==> src/lpm_pkg.sv <==
// Purpose: Shared constants for the low-power mode controller
// Assumes: 32-bit AXI4-Lite register bus, registers in the low byte
// Notes: Register indices are word indices; byte address is index * 4
package lpm_pkg;

    // Register word indices
    localparam logic [7:0] IDX_SYSCTL1 = 8'h38;
    localparam logic [7:0] IDX_SYSCTL2 = 8'h39;
    localparam logic [7:0] IDX_WAKECTL = 8'h3a;
    localparam logic [7:0] IDX_STATUS = 8'h3b;

    // system_control_one fields
    localparam int SC1_STOP = 7;
    localparam int SC1_STOP_RELEASE_METHOD = 6;
    localparam int SC1_STOP_RETURN_MODE = 5;
    localparam int SC1_OUTEN = 4;
    localparam int SC1_WUT_LO = 0;
    localparam int SC1_WUT_HI = 2;
    localparam logic [7:0] SC1_RESET = 8'h00;
    localparam logic [7:0] SC1_WMASK = 8'hf7;

    // system_control_two fields
    localparam int SC2_XEN = 7;
    localparam int SC2_XTEN = 6;
    localparam int SC2_SYSCK = 5;
    localparam int SC2_HALT = 4;
    localparam logic [7:0] SC2_RESET = 8'h80;
    localparam logic [7:0] SC2_WMASK = 8'hf0;

    // wakeup_release_control: enables for the four key wakeup inputs
    localparam int KEYS = 4;
    localparam int WK_LO = 2;
    localparam logic [7:0] WK_RESET = 8'h00;

    // Status register fields
    localparam int ST_STATE_LO = 0;
    localparam int ST_STOP_RELEASE_METHOD_EFF = 4;
    localparam int ST_FASTOSC = 5;
    localparam int ST_SLOWOSC = 6;

    // AXI responses
    localparam logic [1:0] RESP_OKAY = 2'h0;
    localparam logic [1:0] RESP_SLVERR = 2'h2;

    // Warm-up counter width and the short warm-up counts
    localparam int WARM_W = 18;
    localparam logic [17:0] WARM_FAST_3X10 = 18'h0_0c00;
    localparam logic [17:0] WARM_FAST_1X10 = 18'h0_0400;
    localparam logic [17:0] WARM_SLOW_3X6 = 18'h0_00c0;
    localparam logic [17:0] WARM_SLOW_1X6 = 18'h0_0040;

    typedef enum logic [3:0] {
        ST_RUN = 4'b0001,
        ST_STOP = 4'b0010,
        ST_WARM = 4'b0100,
        ST_HALT = 4'b1000
    } lpm_state_t;

endpackage

==> src/warmup_counter.sv <==
// Purpose: Down counter that times the oscillator warm-up period
// Assumes: tick is a same-clock strobe; load wins over counting
// Notes: done pulses one cycle after the last counted tick
`timescale 1ns/1ps
module warmup_counter #(
    parameter int WIDTH = 18
) (
    input wire logic sys_clk,
    input wire logic rst_n,
    input wire logic load,
    input wire logic [WIDTH-1:0] loadValue,
    input wire logic tick,
    output logic done
);
    logic [WIDTH-1:0] cnt_r;

    initial begin
        if (WIDTH < 2) begin
            $error("warmup_counter WIDTH too small");
        end
    end

    always_ff @(posedge sys_clk or negedge rst_n) begin
        if (!rst_n) begin
            cnt_r <= '0;
        end else if (load) begin
            cnt_r <= loadValue;
        end else if (tick && cnt_r != '0) begin
            cnt_r <= cnt_r - 1'b1;
        end
    end

    always_ff @(posedge sys_clk or negedge rst_n) begin
        if (!rst_n) begin
            done <= 1'b0;
        end else begin
            done <= !load && tick && (cnt_r == {{(WIDTH-1){1'b0}}, 1'b1});
        end
    end
endmodule

==> src/low_power_mode_control.sv <==
// Purpose: STOP and CPU-halt mode controller with an AXI4-Lite slave
// Assumes: stop pin and key inputs are asynchronous; CPU side is sync
// Notes: Every output and bus answer leaves a flip-flop
`timescale 1ns/1ps
module low_power_mode_control
    import lpm_pkg::*;
#(
    parameter int IRQS = 8,
    parameter logic [17:0] WARM_FAST_3X16 = 18'h3_0000,
    parameter logic [17:0] WARM_FAST_1X16 = 18'h1_0000,
    parameter logic [17:0] WARM_FAST_3X14 = 18'h0_c000,
    parameter logic [17:0] WARM_FAST_1X14 = 18'h0_4000,
    parameter logic [17:0] WARM_SLOW_3X13 = 18'h0_6000,
    parameter logic [17:0] WARM_SLOW_1X13 = 18'h0_2000
) (
    input wire logic sys_clk,
    input wire logic rst_n,
    input wire logic [9:0] s_axi_awaddr,
    input wire logic s_axi_awvalid,
    output logic s_axi_awready,
    input wire logic [31:0] s_axi_wdata,
    input wire logic [3:0] s_axi_wstrb,
    input wire logic s_axi_wvalid,
    output logic s_axi_wready,
    output logic [1:0] s_axi_bresp,
    output logic s_axi_bvalid,
    input wire logic s_axi_bready,
    input wire logic [9:0] s_axi_araddr,
    input wire logic s_axi_arvalid,
    output logic s_axi_arready,
    output logic [31:0] s_axi_rdata,
    output logic [1:0] s_axi_rresp,
    output logic s_axi_rvalid,
    input wire logic s_axi_rready,
    input wire logic stopPinN,
    input wire logic [KEYS-1:0] keyWakeupInputs,
    input wire logic slowTick,
    input wire logic [15:0] instrAddr,
    input wire logic interruptMasterFlag,
    input wire logic [IRQS-1:0] interruptLatch,
    input wire logic [IRQS-1:0] individualEnableFlag,
    input wire logic watchdogIrq,
    output logic cpuHalt,
    output logic watchdogHalt,
    output logic periphHalt,
    output logic prescalerClear,
    output logic fastOscOn,
    output logic slowOscOn,
    output logic slowClockSel,
    output logic portHighZ,
    output logic [15:0] resumeAddr,
    output logic resumePulse,
    output logic servicePulse
);
    initial begin
        if (IRQS < 1 || IRQS > 32) begin
            $error("IRQS out of range");
        end
    end

    lpm_state_t state_r;
    logic [7:0] sysCtl1_r;
    logic [7:0] sysCtl2_r;
    logic [7:0] wakeCtl_r;
    logic relmEff_r;
    logic stopMeta_r, stopSync_r, stopPrev_r;
    logic [KEYS-1:0] keyMeta_r, keySync_r;
    logic awHeld_r, wHeld_r;
    logic [7:0] awIdx_r;
    logic [31:0] wData_r;
    logic wLane0_r;
    logic warmDone;

    // Pin synchronisers; the edge detector only sees the second stage
    always_ff @(posedge sys_clk or negedge rst_n) begin
        if (!rst_n) begin
            // Release level, so a pin already high shows no false rise
            stopMeta_r <= 1'b1;
            stopSync_r <= 1'b1;
            stopPrev_r <= 1'b1;
            keyMeta_r <= '1;
            keySync_r <= '1;
        end else begin
            stopMeta_r <= stopPinN;
            stopSync_r <= stopMeta_r;
            stopPrev_r <= stopSync_r;
            keyMeta_r <= keyWakeupInputs;
            keySync_r <= keyMeta_r;
        end
    end

    logic stopRise;
    logic levelRelease;
    logic wrFire;
    logic stopWrite;
    logic haltWrite;
    logic [IRQS-1:0] wakeIrq;
    logic anyWake;
    assign stopRise = stopSync_r && !stopPrev_r;
    // Keys take part only in level mode; edge mode ignores them
    assign levelRelease = stopSync_r ||
        |(~keySync_r & wakeCtl_r[WK_LO +: KEYS]);
    assign wrFire = awHeld_r && wHeld_r && !s_axi_bvalid;
    assign stopWrite = wrFire && wLane0_r && awIdx_r == IDX_SYSCTL1 &&
        wData_r[SC1_STOP] && state_r == ST_RUN;
    assign haltWrite = wrFire && wLane0_r && awIdx_r == IDX_SYSCTL2 &&
        wData_r[SC2_HALT] && state_r == ST_RUN;
    assign wakeIrq = interruptLatch & individualEnableFlag;
    assign anyWake = |wakeIrq;

    function automatic logic mapped(input logic [7:0] idx);
        mapped = idx == IDX_SYSCTL1 || idx == IDX_SYSCTL2 ||
            idx == IDX_WAKECTL || idx == IDX_STATUS;
    endfunction

    // Warm-up length lookup, fast column or slow column
    function automatic logic [WARM_W-1:0] warmCount(
        input logic [2:0] sel,
        input logic toSlow
    );
        logic [WARM_W-1:0] v;
        v = WARM_FAST_1X10;
        if (sel[0]) begin
            v = sel[1] ? (toSlow ? WARM_SLOW_1X6 : WARM_FAST_1X10)
                       : (toSlow ? WARM_SLOW_3X6 : WARM_FAST_3X10);
        end else begin
            unique case (sel[2:1])
                2'b00: v = toSlow ? WARM_SLOW_3X13 : WARM_FAST_3X16;
                2'b01: v = toSlow ? WARM_SLOW_1X13 : WARM_FAST_1X16;
                2'b10: v = toSlow ? WARM_SLOW_3X6 : WARM_FAST_3X14;
                2'b11: v = toSlow ? WARM_SLOW_1X6 : WARM_FAST_1X14;
            endcase
        end
        warmCount = v;
    endfunction

    // Mode sequencer
    logic enterWarm;
    logic stopReleased;
    assign stopReleased = relmEff_r ? levelRelease : stopRise;
    assign enterWarm = (state_r == ST_RUN && stopWrite && relmEff_r &&
        levelRelease) || (state_r == ST_STOP && stopReleased);
    // A stop write that skips STOP must time with the value it writes
    logic [2:0] wutSel;
    logic retSel;
    assign wutSel = stopWrite ? wData_r[SC1_WUT_HI:SC1_WUT_LO]
        : sysCtl1_r[SC1_WUT_HI:SC1_WUT_LO];
    assign retSel = stopWrite ? wData_r[SC1_STOP_RETURN_MODE] : sysCtl1_r[SC1_STOP_RETURN_MODE];

    always_ff @(posedge sys_clk or negedge rst_n) begin
        if (!rst_n) begin
            state_r <= ST_RUN;
        end else begin
            unique case (state_r)
                ST_RUN: begin
                    if (stopWrite) begin
                        state_r <= (relmEff_r && levelRelease) ?
                            ST_WARM : ST_STOP;
                    end else if (haltWrite && !watchdogIrq) begin
                        state_r <= ST_HALT;
                    end
                end
                ST_STOP: begin
                    if (stopReleased) begin
                        state_r <= ST_WARM;
                    end
                end
                ST_WARM: begin
                    // No path back to STOP once warm-up runs
                    if (warmDone) begin
                        state_r <= ST_RUN;
                    end
                end
                ST_HALT: begin
                    if (anyWake) begin
                        state_r <= ST_RUN;
                    end
                end
            endcase
        end
    end

    // Effective release method lags a switch to level until a rise
    always_ff @(posedge sys_clk or negedge rst_n) begin
        if (!rst_n) begin
            relmEff_r <= 1'b0;
        end else if (!sysCtl1_r[SC1_STOP_RELEASE_METHOD]) begin
            relmEff_r <= 1'b0;
        end else if (stopRise) begin
            relmEff_r <= 1'b1;
        end
    end

    warmup_counter #(
        .WIDTH(WARM_W)
    ) u_warm (
        .sys_clk(sys_clk),
        .rst_n(rst_n),
        .load(enterWarm),
        .loadValue(warmCount(wutSel, retSel)),
        .tick(sysCtl1_r[SC1_STOP_RETURN_MODE] ? slowTick : 1'b1),
        .done(warmDone)
    );

    // Control registers: software writes and hardware side effects
    always_ff @(posedge sys_clk or negedge rst_n) begin
        if (!rst_n) begin
            sysCtl1_r <= SC1_RESET;
            sysCtl2_r <= SC2_RESET;
            wakeCtl_r <= WK_RESET;
        end else begin
            if (wrFire && wLane0_r) begin
                if (awIdx_r == IDX_SYSCTL1 && state_r == ST_RUN) begin
                    sysCtl1_r <= wData_r[7:0] & SC1_WMASK;
                end
                if (awIdx_r == IDX_SYSCTL2 && state_r == ST_RUN) begin
                    sysCtl2_r <= wData_r[7:0] & SC2_WMASK;
                end
                if (awIdx_r == IDX_WAKECTL) begin
                    wakeCtl_r <= wData_r[7:0];
                end
            end
            if (state_r == ST_RUN && haltWrite && watchdogIrq) begin
                sysCtl2_r[SC2_HALT] <= 1'b0;
            end
            if (enterWarm && retSel) begin
                sysCtl2_r[SC2_XEN] <= 1'b0;
                sysCtl2_r[SC2_SYSCK] <= 1'b1;
            end
            if (enterWarm && !retSel) begin
                sysCtl2_r[SC2_SYSCK] <= 1'b0;
            end
            if (state_r == ST_WARM && warmDone) begin
                sysCtl1_r[SC1_STOP] <= 1'b0;
            end
            if (state_r == ST_HALT && anyWake) begin
                sysCtl2_r[SC2_HALT] <= 1'b0;
            end
        end
    end

    // Mode outputs, all registered
    always_ff @(posedge sys_clk or negedge rst_n) begin
        if (!rst_n) begin
            cpuHalt <= 1'b0;
            watchdogHalt <= 1'b0;
            periphHalt <= 1'b0;
            prescalerClear <= 1'b0;
            fastOscOn <= 1'b1;
            slowOscOn <= 1'b0;
            slowClockSel <= 1'b0;
            portHighZ <= 1'b0;
        end else begin
            cpuHalt <= state_r != ST_RUN;
            watchdogHalt <= state_r != ST_RUN;
            periphHalt <= state_r == ST_STOP || state_r == ST_WARM;
            prescalerClear <= state_r == ST_STOP ||
                state_r == ST_WARM;
            // Oscillators follow the enable bits except while stopped
            fastOscOn <= sysCtl2_r[SC2_XEN] && state_r != ST_STOP;
            slowOscOn <= sysCtl2_r[SC2_XTEN] && state_r != ST_STOP;
            slowClockSel <= sysCtl2_r[SC2_SYSCK];
            portHighZ <= state_r == ST_STOP && !sysCtl1_r[SC1_OUTEN];
        end
    end

    // Resume address and resume/service strobes toward the CPU
    always_ff @(posedge sys_clk or negedge rst_n) begin
        if (!rst_n) begin
            resumeAddr <= 16'h0000;
            resumePulse <= 1'b0;
            servicePulse <= 1'b0;
        end else begin
            if (stopWrite || (haltWrite && !watchdogIrq)) begin
                resumeAddr <= instrAddr + 16'h0002;
            end
            resumePulse <= (state_r == ST_WARM && warmDone) ||
                (state_r == ST_HALT && anyWake &&
                 !interruptMasterFlag);
            servicePulse <= state_r == ST_HALT && anyWake &&
                interruptMasterFlag;
        end
    end

    // AXI4-Lite write side; address and data taken in either order
    always_ff @(posedge sys_clk or negedge rst_n) begin
        if (!rst_n) begin
            awHeld_r <= 1'b0;
            wHeld_r <= 1'b0;
            awIdx_r <= 8'h00;
            wData_r <= 32'h0000_0000;
            wLane0_r <= 1'b0;
            s_axi_awready <= 1'b1;
            s_axi_wready <= 1'b1;
            s_axi_bvalid <= 1'b0;
            s_axi_bresp <= RESP_OKAY;
        end else begin
            if (s_axi_awvalid && s_axi_awready) begin
                awHeld_r <= 1'b1;
                awIdx_r <= s_axi_awaddr[9:2];
                s_axi_awready <= 1'b0;
            end
            if (s_axi_wvalid && s_axi_wready) begin
                wHeld_r <= 1'b1;
                wData_r <= s_axi_wdata;
                wLane0_r <= s_axi_wstrb[0];
                s_axi_wready <= 1'b0;
            end
            if (wrFire) begin
                awHeld_r <= 1'b0;
                wHeld_r <= 1'b0;
                s_axi_bvalid <= 1'b1;
                s_axi_bresp <= (mapped(awIdx_r) && awIdx_r != IDX_STATUS)
                    ? RESP_OKAY : RESP_SLVERR;
            end
            if (s_axi_bvalid && s_axi_bready) begin
                s_axi_bvalid <= 1'b0;
                s_axi_awready <= 1'b1;
                s_axi_wready <= 1'b1;
            end
        end
    end

    // AXI4-Lite read side
    logic [31:0] rdMux;
    always_comb begin
        rdMux = 32'h0000_0000;
        unique case (s_axi_araddr[9:2])
            IDX_SYSCTL1: rdMux[7:0] = sysCtl1_r;
            IDX_SYSCTL2: rdMux[7:0] = sysCtl2_r;
            IDX_WAKECTL: rdMux[7:0] = wakeCtl_r;
            IDX_STATUS: begin
                rdMux[ST_STATE_LO +: 4] = state_r;
                rdMux[ST_STOP_RELEASE_METHOD_EFF] = relmEff_r;
                rdMux[ST_FASTOSC] = fastOscOn;
                rdMux[ST_SLOWOSC] = slowOscOn;
            end
            default: rdMux = 32'h0000_0000;
        endcase
    end

    always_ff @(posedge sys_clk or negedge rst_n) begin
        if (!rst_n) begin
            s_axi_arready <= 1'b1;
            s_axi_rvalid <= 1'b0;
            s_axi_rdata <= 32'h0000_0000;
            s_axi_rresp <= RESP_OKAY;
        end else if (s_axi_arvalid && s_axi_arready) begin
            s_axi_arready <= 1'b0;
            s_axi_rvalid <= 1'b1;
            s_axi_rdata <= rdMux;
            s_axi_rresp <= mapped(s_axi_araddr[9:2]) ? RESP_OKAY
                                                     : RESP_SLVERR;
        end else if (s_axi_rvalid && s_axi_rready) begin
            s_axi_rvalid <= 1'b0;
            s_axi_arready <= 1'b1;
        end
    end

    // Checks
    a_stop_entry: assert property (@(posedge sys_clk) disable iff (!rst_n)
        (stopWrite && !(relmEff_r && levelRelease)) |=> state_r == ST_STOP)
        else $error("stop write did not enter STOP");
    a_stop_osc_off: assert property (@(posedge sys_clk) disable iff (!rst_n)
        state_r == ST_STOP [*2] |-> !fastOscOn && !slowOscOn && periphHalt)
        else $error("oscillator running in STOP");
    a_tg_clear: assert property (@(posedge sys_clk) disable iff (!rst_n)
        $rose(state_r == ST_STOP) |=> prescalerClear)
        else $error("prescaler not cleared in STOP");
    a_resume_addr: assert property (@(posedge sys_clk) disable iff (!rst_n)
        stopWrite |=> resumeAddr == $past(instrAddr) + 16'h0002)
        else $error("resume address not start plus two");
    a_level_skip: assert property (@(posedge sys_clk) disable iff (!rst_n)
        (stopWrite && relmEff_r && levelRelease) |=> state_r == ST_WARM)
        else $error("level release did not skip STOP");
    a_no_reentry: assert property (@(posedge sys_clk) disable iff (!rst_n)
        state_r == ST_WARM |=> state_r inside {ST_WARM, ST_RUN})
        else $error("warm-up fell back into STOP");
    a_edge_hold: assert property (@(posedge sys_clk) disable iff (!rst_n)
        (state_r == ST_STOP && !relmEff_r && !stopRise)
        |=> state_r == ST_STOP)
        else $error("edge mode left STOP without a rise");
    a_warm_resume: assert property (@(posedge sys_clk) disable iff (!rst_n)
        (state_r == ST_WARM && warmDone)
        |=> resumePulse && state_r == ST_RUN ##1 !cpuHalt)
        else $error("warm-up end did not resume");
    a_halt_clear: assert property (@(posedge sys_clk) disable iff (!rst_n)
        (state_r == ST_HALT && anyWake)
        |=> !sysCtl2_r[SC2_HALT] && state_r == ST_RUN)
        else $error("halt exit left request bit set");
    a_service: assert property (@(posedge sys_clk) disable iff (!rst_n)
        (state_r == ST_HALT && anyWake)
        |=> servicePulse == $past(interruptMasterFlag) &&
            resumePulse == !$past(interruptMasterFlag))
        else $error("wrong halt release kind");
    a_wdt_block: assert property (@(posedge sys_clk) disable iff (!rst_n)
        (haltWrite && watchdogIrq) |=> state_r != ST_HALT)
        else $error("halt entered despite watchdog interrupt");
endmodule

==> config.mk <==
export PLATFORM = sky130hd
export DESIGN_NAME = low_power_mode_control
export DESIGN_NICKNAME = d
export VERILOG_FILES = /design/src/lpm_pkg.sv /design/src/warmup_counter.sv /design/src/low_power_mode_control.sv
export SDC_FILE = /design/constraint.sdc
export NUM_CORES = 1
export LEC_CHECK = 0
export ABC_AREA = 1
export BUFFER_PORTS_ARGS = -buffer_cell sky130_fd_sc_hd__buf_4
export CORE_ASPECT_RATIO = 0.9
export CORE_MARGIN = 10
export CORE_UTILIZATION = 52
export CTS_CLUSTER_DIAMETER = 60
export DETAILED_ROUTE_END_ITERATION = 6
export PLACE_DENSITY = 0.89
export SLEW_MARGIN = 20
export SYNTH_ARGS = -nofsm -noshare
export SYNTH_HDL_FRONTEND = slang
export SYNTH_SLANG_ARGS = --single-unit
export TNS_END_PERCENT = 50
==> constraint.sdc <==
create_clock -name sys_clk -period 2.2 [get_ports sys_clk]
set_input_delay 0.44 -clock sys_clk [delete_from_list [all_inputs] [get_ports sys_clk]]
set_output_delay 0.44 -clock sys_clk [all_outputs]
set_load 0.02 [all_outputs]
==> results of run 1 <==
[logic make-up after synthesis]
family	share of synthesized area
adders and majority gates	0.006497
and+or+nand+nor	0.2713
buffers and inverters	0.09918
DFF	0.4887
other	0.0006490
xor gates and xnor gates	0.03032
AOI/OAI and AO/OA	0.1033
[stage by stage]
stage,area (sq um),hold WS [ns],utilization
after CTS,7022,0.1855,0.6468
after global placement,6691,0.2534,0.6164
after global routing,7024,0.1812,0.6471
final,7024,0.1922,0.6471
after floorplan,5872,0.1444,-
after detailed placement,6691,0.2529,0.6164
[flip-flops by register name, indices dropped and copies added, names as in the netlist, 4 cells and up]
signal	flops
u_warm.cnt_r	18
wakeCtl_r	8
keySync_r	4
state_r	4
wData_r	8
keyMeta_r	4
sysCtl1_r	7
resumeAddr	16
sysCtl2_r	4
awIdx_r	8
s_axi_rdata	8
[report_power, final]
group          total [W]  internal (W)  switching (W)
Clock            0.00174      0.000946       0.000794
Combinational    0.00142      0.000529       0.000891
Sequential       0.00275       0.00245       0.000300
Total            0.00591       0.00392        0.00199
[worst min path at each step]
| stage | from | endpoint | slack [ns] | depth (start not counted) |
|---|---|---|---|---|
| floorplan | rst_n | awHeld_r | 0.14 | 0 |
| global placement | rst_n | awIdx_r[7] | 0.25 | 1 |
| detailed placement | rst_n | awIdx_r[7] | 0.25 | 1 |
| CTS | keyWakeupInputs[3] | keyMeta_r[3] | 0.19 | 1 |
| global route | keyWakeupInputs[2] | keyMeta_r[2] | 0.18 | 1 |
| finish | keyWakeupInputs[3] | keyMeta_r[3] | 0.19 | 1 |
[layer usage]
| metal | vias up | global-route usage | part of all wire |
|---|---|---|---|
| met5 | - | 0 | 0 |
| met4 | 0 | 0.04635 | 0.013 |
| met3 | 19 | 0.05088 | 0.081 |
| met2 | 191 | 0.2715 | 0.46 |
| met1 | 2263 | 0.2276 | 0.45 |
| li1 | 2391 | - | - |
[cell type report]
type | count | share of cell area
Sequential cell | 112 | 0.4020
Inverter | 81 | 0.04364
Multi-Input combinational cell | 483 | 0.3527
Clock inverter | 6 | 0.01158
Tap cell | 152 | 0.02708
Clock buffer | 10 | 0.03402
Timing Repair Buffer | 117 | 0.1290
[placed cells by master, fill, tap and decap left out, types with 11 or more instances in the layout]
cell	n
nand2_1	165
buf_4	114
dfrtp_1	95
inv_1	73
o21ai_0	63
nor2_1	57
nand3_1	29
conb_1	26
dfstp_2	17
a21oi_1	15
nand4_1	14
xor2_1	14
nor2_2	11
nor3_1	11
[cells in the mapped netlist (3+ instances only)]
library cell,n
dfrtp_1,95
o21ai_0,63
nand2_1,165
clkbuf_1,5
nor2_2,10
dfstp_2,17
o21ai_1,7
a21oi_1,15
xnor2_1,6
inv_1,73
nor2_1,58
nand2_4,3
inv_2,6
ha_1,3
or2_2,9
nand3_1,29
nand3_2,4
xor2_1,14
nor3_1,11
o22ai_1,4
nor2_4,7
nand2_2,8
buf_4,28
nand4_1,14
[timing repair]
item                                   in CTS  in global routing
endpoints found under the hold margin       2                  0
setup endpoints to repair                   0                  3
buffers inserted                            0                  0
hold buffers                                1                  0
resized for setup                           0                  1
==> flow_summary.ini, run 1 <==
[clock_network]
numCtsBuffers = 9
cts.path.max_buffers = 2
cts_tree = yes
clock_latency_ns = 0.35
cts_sinks = 112
h-tree-depth = 3
root_buffer = clkbuf_16
path_clk_slew_ns = 0.08

[setup_path]
critPathTopFamily = simple AND/OR/NAND/NOR gates
endpoint_kind = flip-flop
critical_path_required_ns = 2.44
cp-start-kind = flip-flop
crit_type = reg2reg
timing.critical_path.from = state_r[0]
r2r-start = state_r[0]
critPathMaxStageDelay_ns = 0.58
crit_arrival_ns = 2.27
critPathMaxFanout = 23
slowest_stage = dfstp_2
crit_chain = nand3_1 > nor2_4 > nand3_2 > nand2_4 > inv_2 > o21ai_0 > inv_1
rrSetupSlack_ns = 0.17
r2r_end = resumeAddr[13]
rr_worst_depth = 7
worstSetupEndpoint = resumeAddr[13]
cp.depth = 7
crit_buf_inv = 2

[sta]
fin_skew_ns = 0.01298
final.setup.worst_slack_ns = 0.1707
worst_slew_pin_slew_ns = 0.5147
maxSlewViolCount = 0
slew_headroom = 0.6559
setup_viol = 0
rsz0062_at_grt = no
hold_violations = 0
max_freq_ghz = 0.4928
period_needed_ns = 2.029
fin_crit_sh = 0.9224
fin_tns_setup_ns = 0

[worst_hold_path]
min_path_type = in2reg

[route]
drt-total-wl_mm = 13.90
drt_iter0_markers = 317
drc = 0
viasPerCell = 5.061
drt_pass1_iterations = 5
vias = 4864
route.antenna.remaining_nets = 0
wl_per_cell_um = 14.47

[floorplanning]
fp.dieArea_sq_um = 15730
die_h_um = 120
coreArea_sq_um = 10860
die_x_um = 131.1
rows = 36
initial_core_util = 0.5323
io_pins = 170

[finish]
multiInputGateArea_sq_um = 2477
layout-drive-gt1-share = 0.2559
final-seq-area_sq_um = 2824
diodes = 0
stdcell_count = 961
area_growth_pct = 21.57
num-fill-cells = 908
final_net_count = 910

[placed_design]
dp_slack_ns = 0.1870
dp_cells = 944
hpwl_mm = 10.78
routabilityCongestion = 0.9040
port_buffers = 112

[grt]
grt_pass1_vias = 4764
grt_start_max_net_pins = 63
grt-ovfl-total = 0
grt_use_total = 0.1725
antenna_found_initial = 0
grt_first_pass_wirelength_mm = 23.05

[power]
p_per_area_nw_per_um2 = 841.0
power_w = 0.005908
p_leak_nw = 3.475
max-vdd-ir-drop_v = 0.0005788

[yosys]
syn_area_sq_um = 5778
synth.ff_latch_count = 112
ys_types = 50
netlist.top_cell.by_area = dfrtp_1
yosys-top-cells-area = dfrtp_1 41%, nand2_1 11%, dfstp_2 7.7%, o21ai_0 5.5%, inv_1 4.7%
syn-instance-count = 689
ys_async_sr_fraction = 1.000
ys_warn_count = 0
synth_edf_count = 0
avgSynthCellArea_sq_um = 8.386
synth_seq_area_share = 0.4887
yosys.area.top_type_share = 0.4114
yosys_most_used_dff = dfrtp_1

[run]
cap_violations = 0

[status]
status = complete, no violations
No activity file was read; power rests on OpenSTA's default activity.
==> run 2, diff against run 1 <==
Settings changed: BUFFER_PORTS_ARGS -buffer_cell sky130_fd_sc_hd__buf_4 to default, CORE_UTILIZATION 52 to 61, DONT_BUFFER_PORTS from default to 1, PLACE_DENSITY 0.89 to 0.86.
==> run 2 against run 1 <==
Effect of this change: the run now ends with negative hold slack left; largest power group unchanged; critical path type unchanged; die area shrank 12%; global-route usage grew 2.0 points; sequential share of layout area grew 7.0 points; combinational power shrank 30%; clock power shrank 26%; wire length shrank 4.8%.
==> flow_summary.ini, run 2 (synthesis gave the netlist of run 1 again) <==
[setup_path]
slowest_stage = dfstp_2
critPathMaxFanout = 14
crit_chain = nand2_2 > nor2_4 > nand3_1 > nor2_1 > nand2_1 > nand2_1 > nand2_4 > nor2_4 > nand3_1 > a21oi_1
crit_buf_inv = 0
cp-start-kind = flip-flop
endpoint_kind = flip-flop
critPathMaxStageDelay_ns = 0.60
crit_arrival_ns = 2.26
rr_worst_depth = 10
critical_path_required_ns = 2.49
crit_type = reg2reg
critPathTopFamily = simple AND/OR/NAND/NOR gates
cp.depth = 10

[route]
drt_pass1_iterations = 5
vias = 4422
route.antenna.remaining_nets = 0
drc = 0
drt-total-wl_mm = 13.23
viasPerCell = 5.419
drt_iter0_markers = 279
wl_per_cell_um = 16.22

[floorplanning]
initial_core_util = 0.6304
io_pins = 170
die_x_um = 122.6
die_h_um = 112.3
coreArea_sq_um = 9166
fp.dieArea_sq_um = 13770
rows = 33

[status]
failed_checks = negative hold slack
status = finished with violations

[finish]
fin_area_sq_um = 5989
top_regs = u_warm.cnt_r (18), resumeAddr (16)
layout-drive-gt1-share = 0.1340
final_net_count = 795
mostFrequentLayoutCells = 165 x nand2_1, 94 x dfrtp_1, 73 x inv_1, 63 x o21ai_0, 58 x nor2_1
final_common_cell = nand2_1
area_growth_pct = 3.660
diodes = 0
finish.utilization = 0.6534
largest_reg_flops = 18
num-fill-cells = 762
top_register = u_warm.cnt_r

[sta]
worst_slew_pin_slew_ns = 0.5970
maxSlewViolCount = 0
whs_ns = -0.2583
max_freq_ghz = 0.5083
rsz0062_at_grt = no
hold_violations = 112
slew_headroom = 0.6009
fin_tns_setup_ns = 0
fin_crit_sh = 0.8943
fin_skew_ns = 0.01479
setup_viol = 0
period_needed_ns = 1.967

[placed_design]
port_buffers = 0
postPlaceCellArea_sq_um = 5773
routabilityCongestion = 0.8631
hpwl_mm = 10.35

[power]
p_leak_nw = 2.865
p_per_area_nw_per_um2 = 862.4
max-vdd-ir-drop_v = 0.0005877

[clock_network]
root_buffer = clkbuf_8
cts_sinks = 112
h-tree-depth = 3
numCtsBuffers = 9
cts.path.max_buffers = 2
cts_tree = yes
clock_latency_ns = 0.38
path_clk_slew_ns = 0.11

[worst_hold_path]
min_path_type = in2async

[grt]
grt-ovfl-total = 0
grt_first_pass_wirelength_mm = 21.62
grt_pass1_vias = 4443
grt_use_total = 0.1926
antenna_found_initial = 0
grt_start_max_net_pins = 113

[run]
cap_violations = 0
## run 2: cell count changes in the layout (fill, tap and decap cells not counted), sizes merged
cell         change
inv              -1
buf            -114
dlygate4sd3      -1
clkinv           +1
## run 2: routing by layer
metal  routed length [um]  part of all wire  track usage  vias up
li1                     -                 -            -     2158
met1                 5403              0.41       0.2444     2065
met2                 6145              0.46       0.3016      186
met3                 1552              0.12      0.07766       13
met4                  133             0.010      0.04553        0
met5                    0                 0            0        -
## run 2: worst paths after layout
path,startpoint,endpoint,slack (ns)
setup / recovery,state_r[0],u_warm.cnt_r[17],0.23
hold / removal,rst_n,awIdx_r[7],-0.26
setup reg to reg,state_r[0],u_warm.cnt_r[17],0.23
hold reg to reg,keyMeta_r[2],keySync_r[2],0.36
max in group asynchronous,rst_n,fastOscOn,2.22
min in group sys_clk,keyWakeupInputs[1],keyMeta_r[1],0.04
## run 2: power breakdown
part	internal [W]	leakage, nW	switching (W)	total, W
logic	0.000328	1.38	0.000670	0.000998
registers	0.00245	1.38	0.000438	0.00289
clock network	0.000574	0.109	0.000707	0.00128
## run 2: worst reg2reg max path: cells and delay by family (launching register included)
kind | cells | cell delay [ns]
compound gates | 1 | 0.16
simple gates | 9 | 1.14
flops | 1 | 0.60
## run 2: cell type report
| type | count | area [sq um] | share of cell area |
|---|---|---|---|
| clock inverters | 6 | 72.57 | 0.01212 |
| multi-input cells | 483 | 2480 | 0.4140 |
| inverters | 81 | 306.5 | 0.05118 |
| clock buffers | 10 | 137.6 | 0.02298 |
| repair buffers | 2 | 15.01 | 0.002507 |
| flip-flops and latches | 112 | 2825 | 0.4717 |
| well taps | 122 | 152.6 | 0.02549 |
## run 2: what timing repair did
item / CTS / global route
resized for setup: 0 / 2
hold endpoints to repair: 112 / 112
setup endpoints to repair: 0 / 7
setup buffers: 0 / 0
## run 2: through the flow
| stage | std cells | worst slack [ns] | total power [W] |
|---|---|---|---|
| 6_report | 816 | 0.2325 | 0.005165 |
| 5_1_grt | 816 | 0.002571 | 0.005477 |
| 4_1_cts | 816 | 0.1342 | 0.005177 |
| 3_5_place_dp | 800 | 0.1874 | 0.003913 |
| 3_3_place_gp | 800 | 0.2820 | 0.003829 |
| 2_1_floorplan | 714 | 0.5600 | 0.003700 |
